===== config.mk =====
export PLATFORM = sky130hd
export DESIGN_NAME = cts_core
export DESIGN_NICKNAME = d
export VERILOG_FILES = /design/src/core/cts_pkg.sv /design/src/core/cts_core.sv
export SDC_FILE = /design/constraint.sdc
export NUM_CORES = 1
export LEC_CHECK = 0
export BUFFER_PORTS_ARGS = -buffer_cell sky130_fd_sc_hd__buf_2
export CAP_MARGIN = 20
export CORE_MARGIN = 8
export CORE_UTILIZATION = 55
export DETAILED_ROUTE_END_ITERATION = 8
export GPL_ROUTABILITY_DRIVEN = 0
export PLACE_DENSITY = 0.93
export SYNTH_ARGS = -nofsm -noshare
export SYNTH_HDL_FRONTEND = slang
export SYNTH_SLANG_ARGS = --single-unit

===== constraint.sdc =====
create_clock -name clk -period 4.6 [get_ports clk]
set_input_delay 0.46 -clock clk [delete_from_list [all_inputs] [get_ports clk]]
set_output_delay 0.46 -clock clk [all_outputs]
set_load 0.005 [all_outputs]

===== src/core/cts_pkg.sv =====
// constants shared by the bus timing and receive status block
package cts_pkg;
	// register indices; the byte address is four times the index
	localparam logic [4:0] IDX_CTRL = 5'h00;
	localparam logic [4:0] IDX_CMD = 5'h01;
	localparam logic [4:0] IDX_INT_STS = 5'h03;
	localparam logic [4:0] IDX_INT_EN = 5'h04;
	localparam logic [4:0] IDX_INT_CLR = 5'h05;
	localparam logic [4:0] IDX_TIMING0 = 5'h06;
	localparam logic [4:0] IDX_TIMING1 = 5'h07;
	localparam logic [4:0] IDX_OUT_CTRL = 5'h08;
	localparam logic [4:0] IDX_TEST = 5'h09;
	localparam logic [4:0] IDX_TX_ERR = 5'h0f;
	localparam logic [4:0] IDX_RX_COUNT = 5'h1d;
	localparam logic [4:0] IDX_CLK_DIV = 5'h1f;
	// field positions
	localparam int CTRL_RESET_MODE = 0;
	localparam int CTRL_LISTEN_ONLY = 1;
	localparam int CMD_RELEASE = 2;
	localparam int CLK_DIV_MODE = 7;
	localparam int T1_TRIPLE = 7;
	localparam int INT_RX = 0;
	localparam int INT_OVERRUN = 1;
	localparam int INT_BUS_OFF = 2;
	localparam int INT_ERROR = 3;
	localparam int INT_BITS = 4;
	// reset values
	localparam logic [7:0] RST_CTRL = 8'h01;
	localparam logic [7:0] RST_TIMING0 = 8'h00;
	localparam logic [7:0] RST_TIMING1 = 8'h00;
	localparam logic [7:0] RST_CLK_DIV = 8'h00;
	localparam logic [4:0] RST_RX_COUNT = 5'h00;
	// clock rate, bus-off error count and transfer type
	localparam int CLK_HZ = 10_000_000;
	localparam logic [8:0] TX_ERR_BUS_OFF = 9'h100;
	localparam logic [1:0] HTRANS_NONSEQ = 2'h2;
endpackage


===== src/core/cts_core.sv =====
// ahb-lite register block with bit timing engine and receive frame counter
`timescale 1ns/1ns
`default_nettype none

module cts_core #(
	parameter logic [4:0] MAX_FRAMES = 5'h1f
) (
	// clock and reset
	input wire logic clk,
	input wire logic rst_n,
	// ahb-lite slave
	input wire logic hsel,
	input wire logic [31:0] haddr,
	input wire logic [1:0] htrans,
	input wire logic hwrite,
	input wire logic [2:0] hsize,
	input wire logic [31:0] hwdata,
	input wire logic hready,
	output logic [31:0] hrdata,
	output logic hreadyout,
	output logic hresp,
	// receive path events from the frame logic
	input wire logic frame_stored,
	input wire logic fifo_overflow,
	input wire logic error_detected,
	// bus pin and bit timing results
	input wire logic can_rx,
	output logic bit_start,
	output logic sample_point,
	output logic bit_value,
	output logic error_frame_req,
	// mode and state
	output logic extended_mode,
	output logic bus_off,
	output logic irq
);
	import cts_pkg::*;

	// ----------------------------------------------------------------
	// helpers
	// ----------------------------------------------------------------
	function automatic logic [7:0] tq_last(input logic [5:0] pre);
		tq_last = {pre, 2'b11};
	endfunction

	function automatic logic maj3(input logic a, input logic b, input logic c);
		maj3 = (a & b) | (a & c) | (b & c);
	endfunction

	// ----------------------------------------------------------------
	// bus slave
	// ----------------------------------------------------------------
	logic [31:0] hrdata_ff;
	logic hreadyout_ff;
	logic hresp_ff;
	logic wr_pend_ff;
	logic rd_pend_ff;
	logic [4:0] addr_idx_ff;
	logic addr_ok_ff;
	logic take;
	logic wr_now;
	logic [7:0] ctrl_ff;
	logic [7:0] timing0_ff;
	logic [7:0] timing1_ff;
	logic [7:0] clk_div_ff;
	logic [8:0] tx_err_ff;
	logic [4:0] rx_count_ff;
	logic [INT_BITS-1:0] int_sts_ff;
	logic [INT_BITS-1:0] int_en_ff;
	logic ovr_pend_ff;
	logic bus_off_ff;
	logic reset_mode;
	logic listen_only;
	logic release_req;
	logic [31:0] rd_mux;

	assign take = hsel & hready & htrans[1];
	assign wr_now = wr_pend_ff & addr_ok_ff;
	assign reset_mode = ctrl_ff[CTRL_RESET_MODE];
	assign listen_only = ctrl_ff[CTRL_LISTEN_ONLY];
	assign release_req = wr_now & (addr_idx_ff == IDX_CMD) & hwdata[CMD_RELEASE];

	// reads take one wait state so that a write just before is seen
	always_ff @(posedge clk) begin
		if (!rst_n) begin
			wr_pend_ff <= 1'b0;
			rd_pend_ff <= 1'b0;
			addr_idx_ff <= 5'h00;
			addr_ok_ff <= 1'b0;
			hreadyout_ff <= 1'b1;
			hresp_ff <= 1'b0;
			hrdata_ff <= 32'h0000_0000;
		end else begin
			wr_pend_ff <= 1'b0;
			if (rd_pend_ff) begin
				rd_pend_ff <= 1'b0;
				hreadyout_ff <= 1'b1;
				hrdata_ff <= rd_mux;
			end else if (take) begin
				addr_idx_ff <= haddr[6:2];
				addr_ok_ff <= (haddr[31:7] == 25'h0) && (haddr[1:0] == 2'b00);
				wr_pend_ff <= hwrite;
				rd_pend_ff <= ~hwrite;
				hreadyout_ff <= hwrite;
			end
		end
	end

	// no buffer start address; no sleep bit in any field
	always_comb begin
		rd_mux = 32'h0000_0000;
		if (addr_ok_ff) begin
			unique case (addr_idx_ff)
				IDX_CTRL: rd_mux = {24'h0, 1'b0, ctrl_ff[6:0] & 7'h03};
				IDX_INT_STS: rd_mux = {28'h0, int_sts_ff};
				IDX_INT_EN: rd_mux = {28'h0, int_en_ff};
				IDX_TIMING0: rd_mux = {24'h0, timing0_ff};
				IDX_TIMING1: rd_mux = {24'h0, timing1_ff};
				IDX_TX_ERR: rd_mux = {23'h0, tx_err_ff};
				IDX_RX_COUNT: rd_mux = {27'h0, rx_count_ff};
				IDX_CLK_DIV: rd_mux = {24'h0, clk_div_ff[CLK_DIV_MODE], 7'h00};
				default: rd_mux = 32'h0000_0000;
			endcase
		end
	end

	// ----------------------------------------------------------------
	// configuration registers
	// ----------------------------------------------------------------
	always_ff @(posedge clk) begin
		if (!rst_n) begin
			ctrl_ff <= RST_CTRL;
			clk_div_ff <= RST_CLK_DIV;
			timing0_ff <= RST_TIMING0;
			timing1_ff <= RST_TIMING1;
			int_en_ff <= '0;
		end else if (wr_now) begin
			unique case (addr_idx_ff)
				IDX_CTRL: ctrl_ff <= {6'h00, hwdata[1:0]};
				IDX_INT_EN: int_en_ff <= hwdata[INT_BITS-1:0];
				IDX_CLK_DIV: clk_div_ff <= {hwdata[CLK_DIV_MODE], 7'h00};
				IDX_TIMING0: if (reset_mode) timing0_ff <= hwdata[7:0];
				IDX_TIMING1: if (reset_mode) timing1_ff <= hwdata[7:0];
				default: ;
			endcase
		end
	end

	always_ff @(posedge clk) begin
		if (!rst_n) begin
			extended_mode <= 1'b0;
		end else begin
			extended_mode <= clk_div_ff[CLK_DIV_MODE];
		end
	end

	always_ff @(posedge clk) begin
		if (!rst_n) begin
			tx_err_ff <= 9'h000;
			bus_off_ff <= 1'b0;
		end else if (wr_now && addr_idx_ff == IDX_TX_ERR && reset_mode) begin
			tx_err_ff <= hwdata[8:0];
			bus_off_ff <= clk_div_ff[CLK_DIV_MODE] && (hwdata[8:0] == TX_ERR_BUS_OFF);
		end
	end

	// ----------------------------------------------------------------
	// receive frame counter
	// ----------------------------------------------------------------
	logic do_store;
	logic do_release;
	assign do_store = frame_stored & (rx_count_ff != MAX_FRAMES);
	assign do_release = release_req & (rx_count_ff != 5'h00);

	always_ff @(posedge clk) begin
		if (!rst_n) begin
			rx_count_ff <= RST_RX_COUNT;
		end else if (do_store && !do_release) begin
			rx_count_ff <= rx_count_ff + 5'h01;
		end else if (do_release && !do_store) begin
			rx_count_ff <= rx_count_ff - 5'h01;
		end
	end

	always_ff @(posedge clk) begin
		if (!rst_n) begin
			ovr_pend_ff <= 1'b0;
		end else if (fifo_overflow) begin
			ovr_pend_ff <= 1'b1;
		end else if (rx_count_ff == 5'h00) begin
			ovr_pend_ff <= 1'b0;
		end
	end

	// ----------------------------------------------------------------
	// interrupt status
	// ----------------------------------------------------------------
	logic [INT_BITS-1:0] int_set;
	logic [INT_BITS-1:0] int_clr;
	logic bus_off_d_ff;
	assign int_set = {error_detected, bus_off_ff & ~bus_off_d_ff,
		ovr_pend_ff & ~fifo_overflow & (rx_count_ff == 5'h00), do_store};
	assign int_clr = (wr_now && addr_idx_ff == IDX_INT_CLR) ? hwdata[INT_BITS-1:0] : '0;

	// no clear on read; set wins over clear
	always_ff @(posedge clk) begin
		if (!rst_n) begin
			int_sts_ff <= '0;
			bus_off_d_ff <= 1'b0;
			bus_off <= 1'b0;
			irq <= 1'b0;
		end else begin
			int_sts_ff <= (int_sts_ff & ~int_clr) | int_set;
			bus_off_d_ff <= bus_off_ff;
			bus_off <= bus_off_ff;
			irq <= |(((int_sts_ff & ~int_clr) | int_set) & int_en_ff);
		end
	end

	always_ff @(posedge clk) begin
		if (!rst_n) begin
			error_frame_req <= 1'b0;
		end else begin
			// listen_only deliberately not consulted here
			error_frame_req <= error_detected & ~reset_mode;
		end
	end

	// ----------------------------------------------------------------
	// bit timing engine
	// ----------------------------------------------------------------
	logic rx_meta_ff;
	logic rx_sync_ff;
	logic [7:0] div_cnt_ff;
	logic tq_en;
	logic [4:0] q_pos_ff;
	logic [1:0] hist_ff;
	logic [4:0] seg1_end;
	logic [4:0] bit_last;
	logic [5:0] quantum_prescale;
	assign quantum_prescale = timing0_ff[5:0];
	assign seg1_end = {1'b0, timing1_ff[3:0]} + 5'h01;
	assign bit_last = seg1_end + {2'b00, timing1_ff[6:4]} + 5'h01;
	assign tq_en = ~reset_mode & (div_cnt_ff == tq_last(quantum_prescale));

	always_ff @(posedge clk) begin
		if (!rst_n) begin
			rx_meta_ff <= 1'b1;
			rx_sync_ff <= 1'b1;
		end else begin
			rx_meta_ff <= can_rx;
			rx_sync_ff <= rx_meta_ff;
		end
	end

	always_ff @(posedge clk) begin
		if (!rst_n || reset_mode) begin
			div_cnt_ff <= 8'h00;
		end else if (tq_en) begin
			div_cnt_ff <= 8'h00;
		end else begin
			div_cnt_ff <= div_cnt_ff + 8'h01;
		end
	end

	// quanta per bit; jump width stays in timing0 for resync logic outside
	always_ff @(posedge clk) begin
		if (!rst_n || reset_mode) begin
			q_pos_ff <= 5'h00;
			hist_ff <= 2'b11;
		end else if (tq_en) begin
			q_pos_ff <= (q_pos_ff == bit_last) ? 5'h00 : q_pos_ff + 5'h01;
			hist_ff <= {hist_ff[0], rx_sync_ff};
		end
	end

	always_ff @(posedge clk) begin
		if (!rst_n) begin
			sample_point <= 1'b0;
			bit_start <= 1'b0;
			bit_value <= 1'b1;
		end else begin
			sample_point <= tq_en && (q_pos_ff == seg1_end);
			bit_start <= tq_en && (q_pos_ff == bit_last);
			if (tq_en && q_pos_ff == seg1_end) begin
				bit_value <= timing1_ff[T1_TRIPLE] ?
					maj3(hist_ff[1], hist_ff[0], rx_sync_ff) : rx_sync_ff;
			end
		end
	end

	assign hrdata = hrdata_ff;
	assign hreadyout = hreadyout_ff;
	assign hresp = hresp_ff;

	// ----------------------------------------------------------------
	// checks
	// ----------------------------------------------------------------
	// plain clock count since the last bit start, kept apart from the quantum position
	logic [12:0] since_start_ff;
	logic start_seen_ff;
	logic [12:0] quantum_clks;
	assign quantum_clks = {5'h00, quantum_prescale, 2'b00} + 13'h0004;
	always_ff @(posedge clk) begin
		if (!rst_n || reset_mode) begin
			since_start_ff <= 13'h0000;
			start_seen_ff <= 1'b0;
		end else if (bit_start) begin
			since_start_ff <= 13'h0001;
			start_seen_ff <= 1'b1;
		end else begin
			since_start_ff <= since_start_ff + 13'h0001;
		end
	end

	a_rx_count_read: assert property (@(posedge clk) disable iff (!rst_n)
		rd_pend_ff && addr_ok_ff && addr_idx_ff == IDX_RX_COUNT
		|=> hrdata[31:5] == 27'h0 && hrdata[4:0] == $past(rx_count_ff))
		else $error("receive counter read wrong");
	a_count_track: assert property (@(posedge clk) disable iff (!rst_n)
		do_store && !do_release |=> rx_count_ff == $past(rx_count_ff) + 5'h01)
		else $error("stored frame not counted");
	a_quantum_gap: assert property (@(posedge clk) disable iff (!rst_n)
		tq_en && $stable(timing0_ff) |=> !tq_en [*3])
		else $error("quantum shorter than four clocks");
	a_sample_place: assert property (@(posedge clk) disable iff (!rst_n)
		sample_point && start_seen_ff
		|-> since_start_ff == quantum_clks * {8'h00, seg1_end + 5'h01})
		else $error("sample point off the segment boundary");
	a_bit_wrap: assert property (@(posedge clk) disable iff (!rst_n)
		bit_start && start_seen_ff
		|-> since_start_ff == quantum_clks * {8'h00, bit_last + 5'h01})
		else $error("bit period length wrong");
	a_ctrl_six_zero: assert property (@(posedge clk) disable iff (!rst_n)
		rd_pend_ff && addr_idx_ff == IDX_CTRL |=> !hrdata[6])
		else $error("control bit six not zero");
	a_unimpl_zero: assert property (@(posedge clk) disable iff (!rst_n)
		rd_pend_ff && (addr_idx_ff == IDX_TEST || addr_idx_ff == IDX_OUT_CTRL)
		|=> hrdata == 32'h0)
		else $error("absent register not zero");
	a_overrun_defer: assert property (@(posedge clk) disable iff (!rst_n)
		!int_sts_ff[INT_OVERRUN] && rx_count_ff != 5'h00 |=> !int_sts_ff[INT_OVERRUN])
		else $error("overrun set before fifo read out");
	a_rx_flag_hold: assert property (@(posedge clk) disable iff (!rst_n)
		int_sts_ff[INT_RX] && !int_clr[INT_RX] |=> int_sts_ff[INT_RX])
		else $error("receive flag lost without clear");
	a_forced_bus_off: assert property (@(posedge clk) disable iff (!rst_n)
		wr_now && addr_idx_ff == IDX_TX_ERR && reset_mode && extended_mode
		&& hwdata[8:0] == TX_ERR_BUS_OFF |=> ##1 bus_off)
		else $error("bus-off not entered");
	a_listen_err: assert property (@(posedge clk) disable iff (!rst_n)
		error_detected && !reset_mode && listen_only |=> error_frame_req)
		else $error("error frame dropped in listen-only");
	a_mode_follow: assert property (@(posedge clk) disable iff (!rst_n)
		1'b1 |=> extended_mode == $past(clk_div_ff[CLK_DIV_MODE]))
		else $error("mode output not following bit 7");
endmodule // cts_core

`default_nettype wire


==> qor.yml <==
status:
  status: "finished, final reports clean"
logic_synthesis:
  syn_area_per_cell_um2: 8.84
  synth_warnings: 0
  yosys.cell_types.count: 45
  yosysSeqAreaShare: 0.390
  async_flop_share: 0
  syn_inst: 493
  ys_ff_latch: 85
  synth_area_leader_cell: "dfxtp_1"
  synth_area_leaders: "dfxtp_1, mux2i_1, nand2_1"
  synth_top_flop_cell: "dfxtp_1"
  syn_area_um2: 4360
  synth_edf_count: 0
  synth.top_cell.area_share: 0.390
global_routing:
  grt_usage: 0.201
  grt_pass1_vias: 3960
  grt_max_degree: 49
  grt_first_pass_wirelength_mm: 18.4
  gr-total-overflow: 0
  grt_antenna_before_repair: 0
power:
  power_frac_comb: 0.079
  p_leak_nw: 2.02
  internal-power_mw: 1.00
  power.share.switching: 0.271
  power_density_nw_per_um2: 283
  peakVddDrop_v: 0.000196
  power_frac_clock: 0.366
  netSwitchingPower_mw: 0.374
  power_frac_seq: 0.555
clock_network:
  cts_resized: 0
  root_buffer: "clkbuf_8"
  post_cts_buffers: 0
  cts_hold_buf: 0
  clk_pin_slew_ps: 90
  cts_max_path_buffers: 2
  clock_latency_ps: 370
  h-tree-depth: 3
  clkSinkCount: 85
  tritoncts: "built"
  cts_made_buffers: 9
setup_path:
  cp-end-kind: "register"
  worstPathArrival_ps: 3270
  crit_top_cell: "ha_1"
  cpMaxStageDelayCell: "dfxtp_1"
  path_class: "register to register"
  critPathLaunchType: "register"
  crit_family: "simple AND/OR/NAND/NOR gates"
  crit_chain: "nor3_1, and3_1, nand4_1, ha_1, inv_1, ha_1, a21o_1, a21oi_1, xnor2_1, or3_1, a21boi_0"
  critical-path-max-stage-delay_ps: 450
  regToRegSetupSlack_ps: 1610
  worstPathRequired_ps: 4880
  crit_buf_inv: 1
  path_max_fanout: 11
placement:
  io_buffers: 67
  hpwlAfterDp_mm: 8.27
  pre_cts_slack_ps: 1680
finish:
  drive_gt1_frac: 0.166
  final_cell_mix: "dfxtp_1, buf_2, nand2_1, mux2i_1, nor2b_1"
  fillers: 617
  nets: 644
  area_growth_pct: 11.5
  final_common_cell: "dfxtp_1"
  num_antenna_cells: 0
route:
  ant_nets: 0
  routed_wl_mm: 11.0
  drt_iter0_drc: 258
  drtPass1Iterations: 7
  wl_per_cell_um: 16.6
  num_vias: 3810
  via_per_inst: 5.76
  drc_errors: 0
timing:
  setup_viol_count_final: 0
  fin_crit_ps: 2990
  max_slew.worst_pin.slew_ps: 869
  setup_ws_ps: 1610
  worst_clock_skew_ps: 14.6
  rsz0062_at_grt: "no"
  slew_headroom: 0.419
  drv_slew: 0
  fin_crit_sh: 0.649
  fmax_mhz: 335
  hold_viol_final: 0
  finalSetupTns_ps: 0
floorplan:
  die_h_um: 105
  row_count: 32
  core_um2: 7690
  num_io_pins: 119
  die_x_um: 105
  dieArea_um2: 11000
  initial_core_util: 0.567
flow_run:
  max_cap_viol_count: 0
hold_path:
  hp-class: "input pin to register"
==> Yosys cell counts (all sizes together), types with 8 or more instances <==
cell     n
dfxtp   85
nor4    12
xnor2   11
nand3   24
and3     8
nor3    16
a21boi  17
mux2i   34
a21oi   13
a22o     9
clkbuf  15
buf     27
nor2b   31
o21ai   14
nor2    21
inv      8
nand2b   8
nand2   62
and2    12
xor2    18
ha      10
==> final cells by class <==
cell class | count | area [µm²] | area share
Clock buffer | 9 | 124 | 0.0255
Clock inverter | 7 | 66.3 | 0.0136
Inverter | 8 | 30.0 | 0.00618
Multi-Input combinational cell | 381 | 2460 | 0.507
Sequential cell | 85 | 1700 | 0.350
Tap cell | 102 | 128 | 0.0263
Timing Repair Buffer | 69 | 348 | 0.0716
==> path summary, 6_finish.rpt <==
path / to / depth (start not counted) / start
setup / recovery: rx_count_ff[4]$_SDFFE_PN0P_ / 11 / addr_idx_ff[4]$_SDFFE_PN0P_
hold / removal: rd_pend_ff$_SDFF_PP0_ / 2 / hwrite
setup reg to reg: rx_count_ff[4]$_SDFFE_PN0P_ / 11 / addr_idx_ff[4]$_SDFFE_PN0P_
hold reg to reg: rx_sync_ff$_SDFF_PN1_ / 1 / rx_meta_ff$_SDFF_PN1_
==> worst reg2reg max path, stage by stage, from the launching register on <==
cell and delay (ps):
dfxtp_1 450, nor3_1 410, and3_1 290, nand4_1 140, ha_1 230, inv_1 140
ha_1 290, a21o_1 190, a21oi_1 170, xnor2_1 90, or3_1 310, a21boi_0 190
==> state kept, by name, indices dropped and copies added, names as in the netlist, 4 cells and up <==
| signal | count |
|---|---|
| addr_idx_ff | 5 |
| int_sts_ff | 4 |
| tx_err_ff | 9 |
| hrdata | 9 |
| q_pos_ff | 5 |
| timing1_ff | 8 |
| int_en_ff | 4 |
| rx_count_ff | 5 |
| timing0_ff | 8 |
| div_cnt_ff | 8 |
==> per-layer routing <==
| layer | vias up | part of all wire | track usage |
|---|---|---|---|
| li1 | 1788 | - | - |
| met1 | 1787 | 0.40 | 0.224 |
| met2 | 206 | 0.48 | 0.329 |
| met3 | 29 | 0.092 | 0.0835 |
| met4 | 0 | 0.028 | 0.0907 |
| met5 | - | 0 | 0 |
==> power groups by stage <==
stage | clock network [mW] | logic, mW | registers [mW]
finish | 0.504 | 0.108 | 0.765
global placement | 0 | 0.102 | 0.780
CTS | 0.511 | 0.107 | 0.764
floorplan | 0 | 0.0828 | 0.773
global route | 0.546 | 0.121 | 0.766
detailed placement | 0 | 0.105 | 0.781
==> metrics by stage <==
stage / hold WS (ps) / cells / utilization / instance area, µm² / power, mW
2_1_floorplan: 386 / 516 / - / 4450 / 0.855
3_3_place_gp: 399 / 644 / 0.607 / 4660 / 0.881
3_5_place_dp: 416 / 644 / 0.607 / 4660 / 0.886
4_1_cts: 246 / 660 / 0.632 / 4850 / 1.38
5_1_grt: 249 / 661 / 0.632 / 4860 / 1.43
6_report: 264 / 661 / 0.632 / 4860 / 1.38
==> cell families after synthesis <==
kind of cell,synth area share
AOI/OAI and AO/OA,0.115
xor gates and xnor gates,0.0583
adders and majority gates,0.0379
buffers and inverters,0.0646
DFF,0.390
muxes,0.0781
other,0.000860
and+or+nand+nor,0.255
No activity file was read; power rests on OpenSTA's default activity.
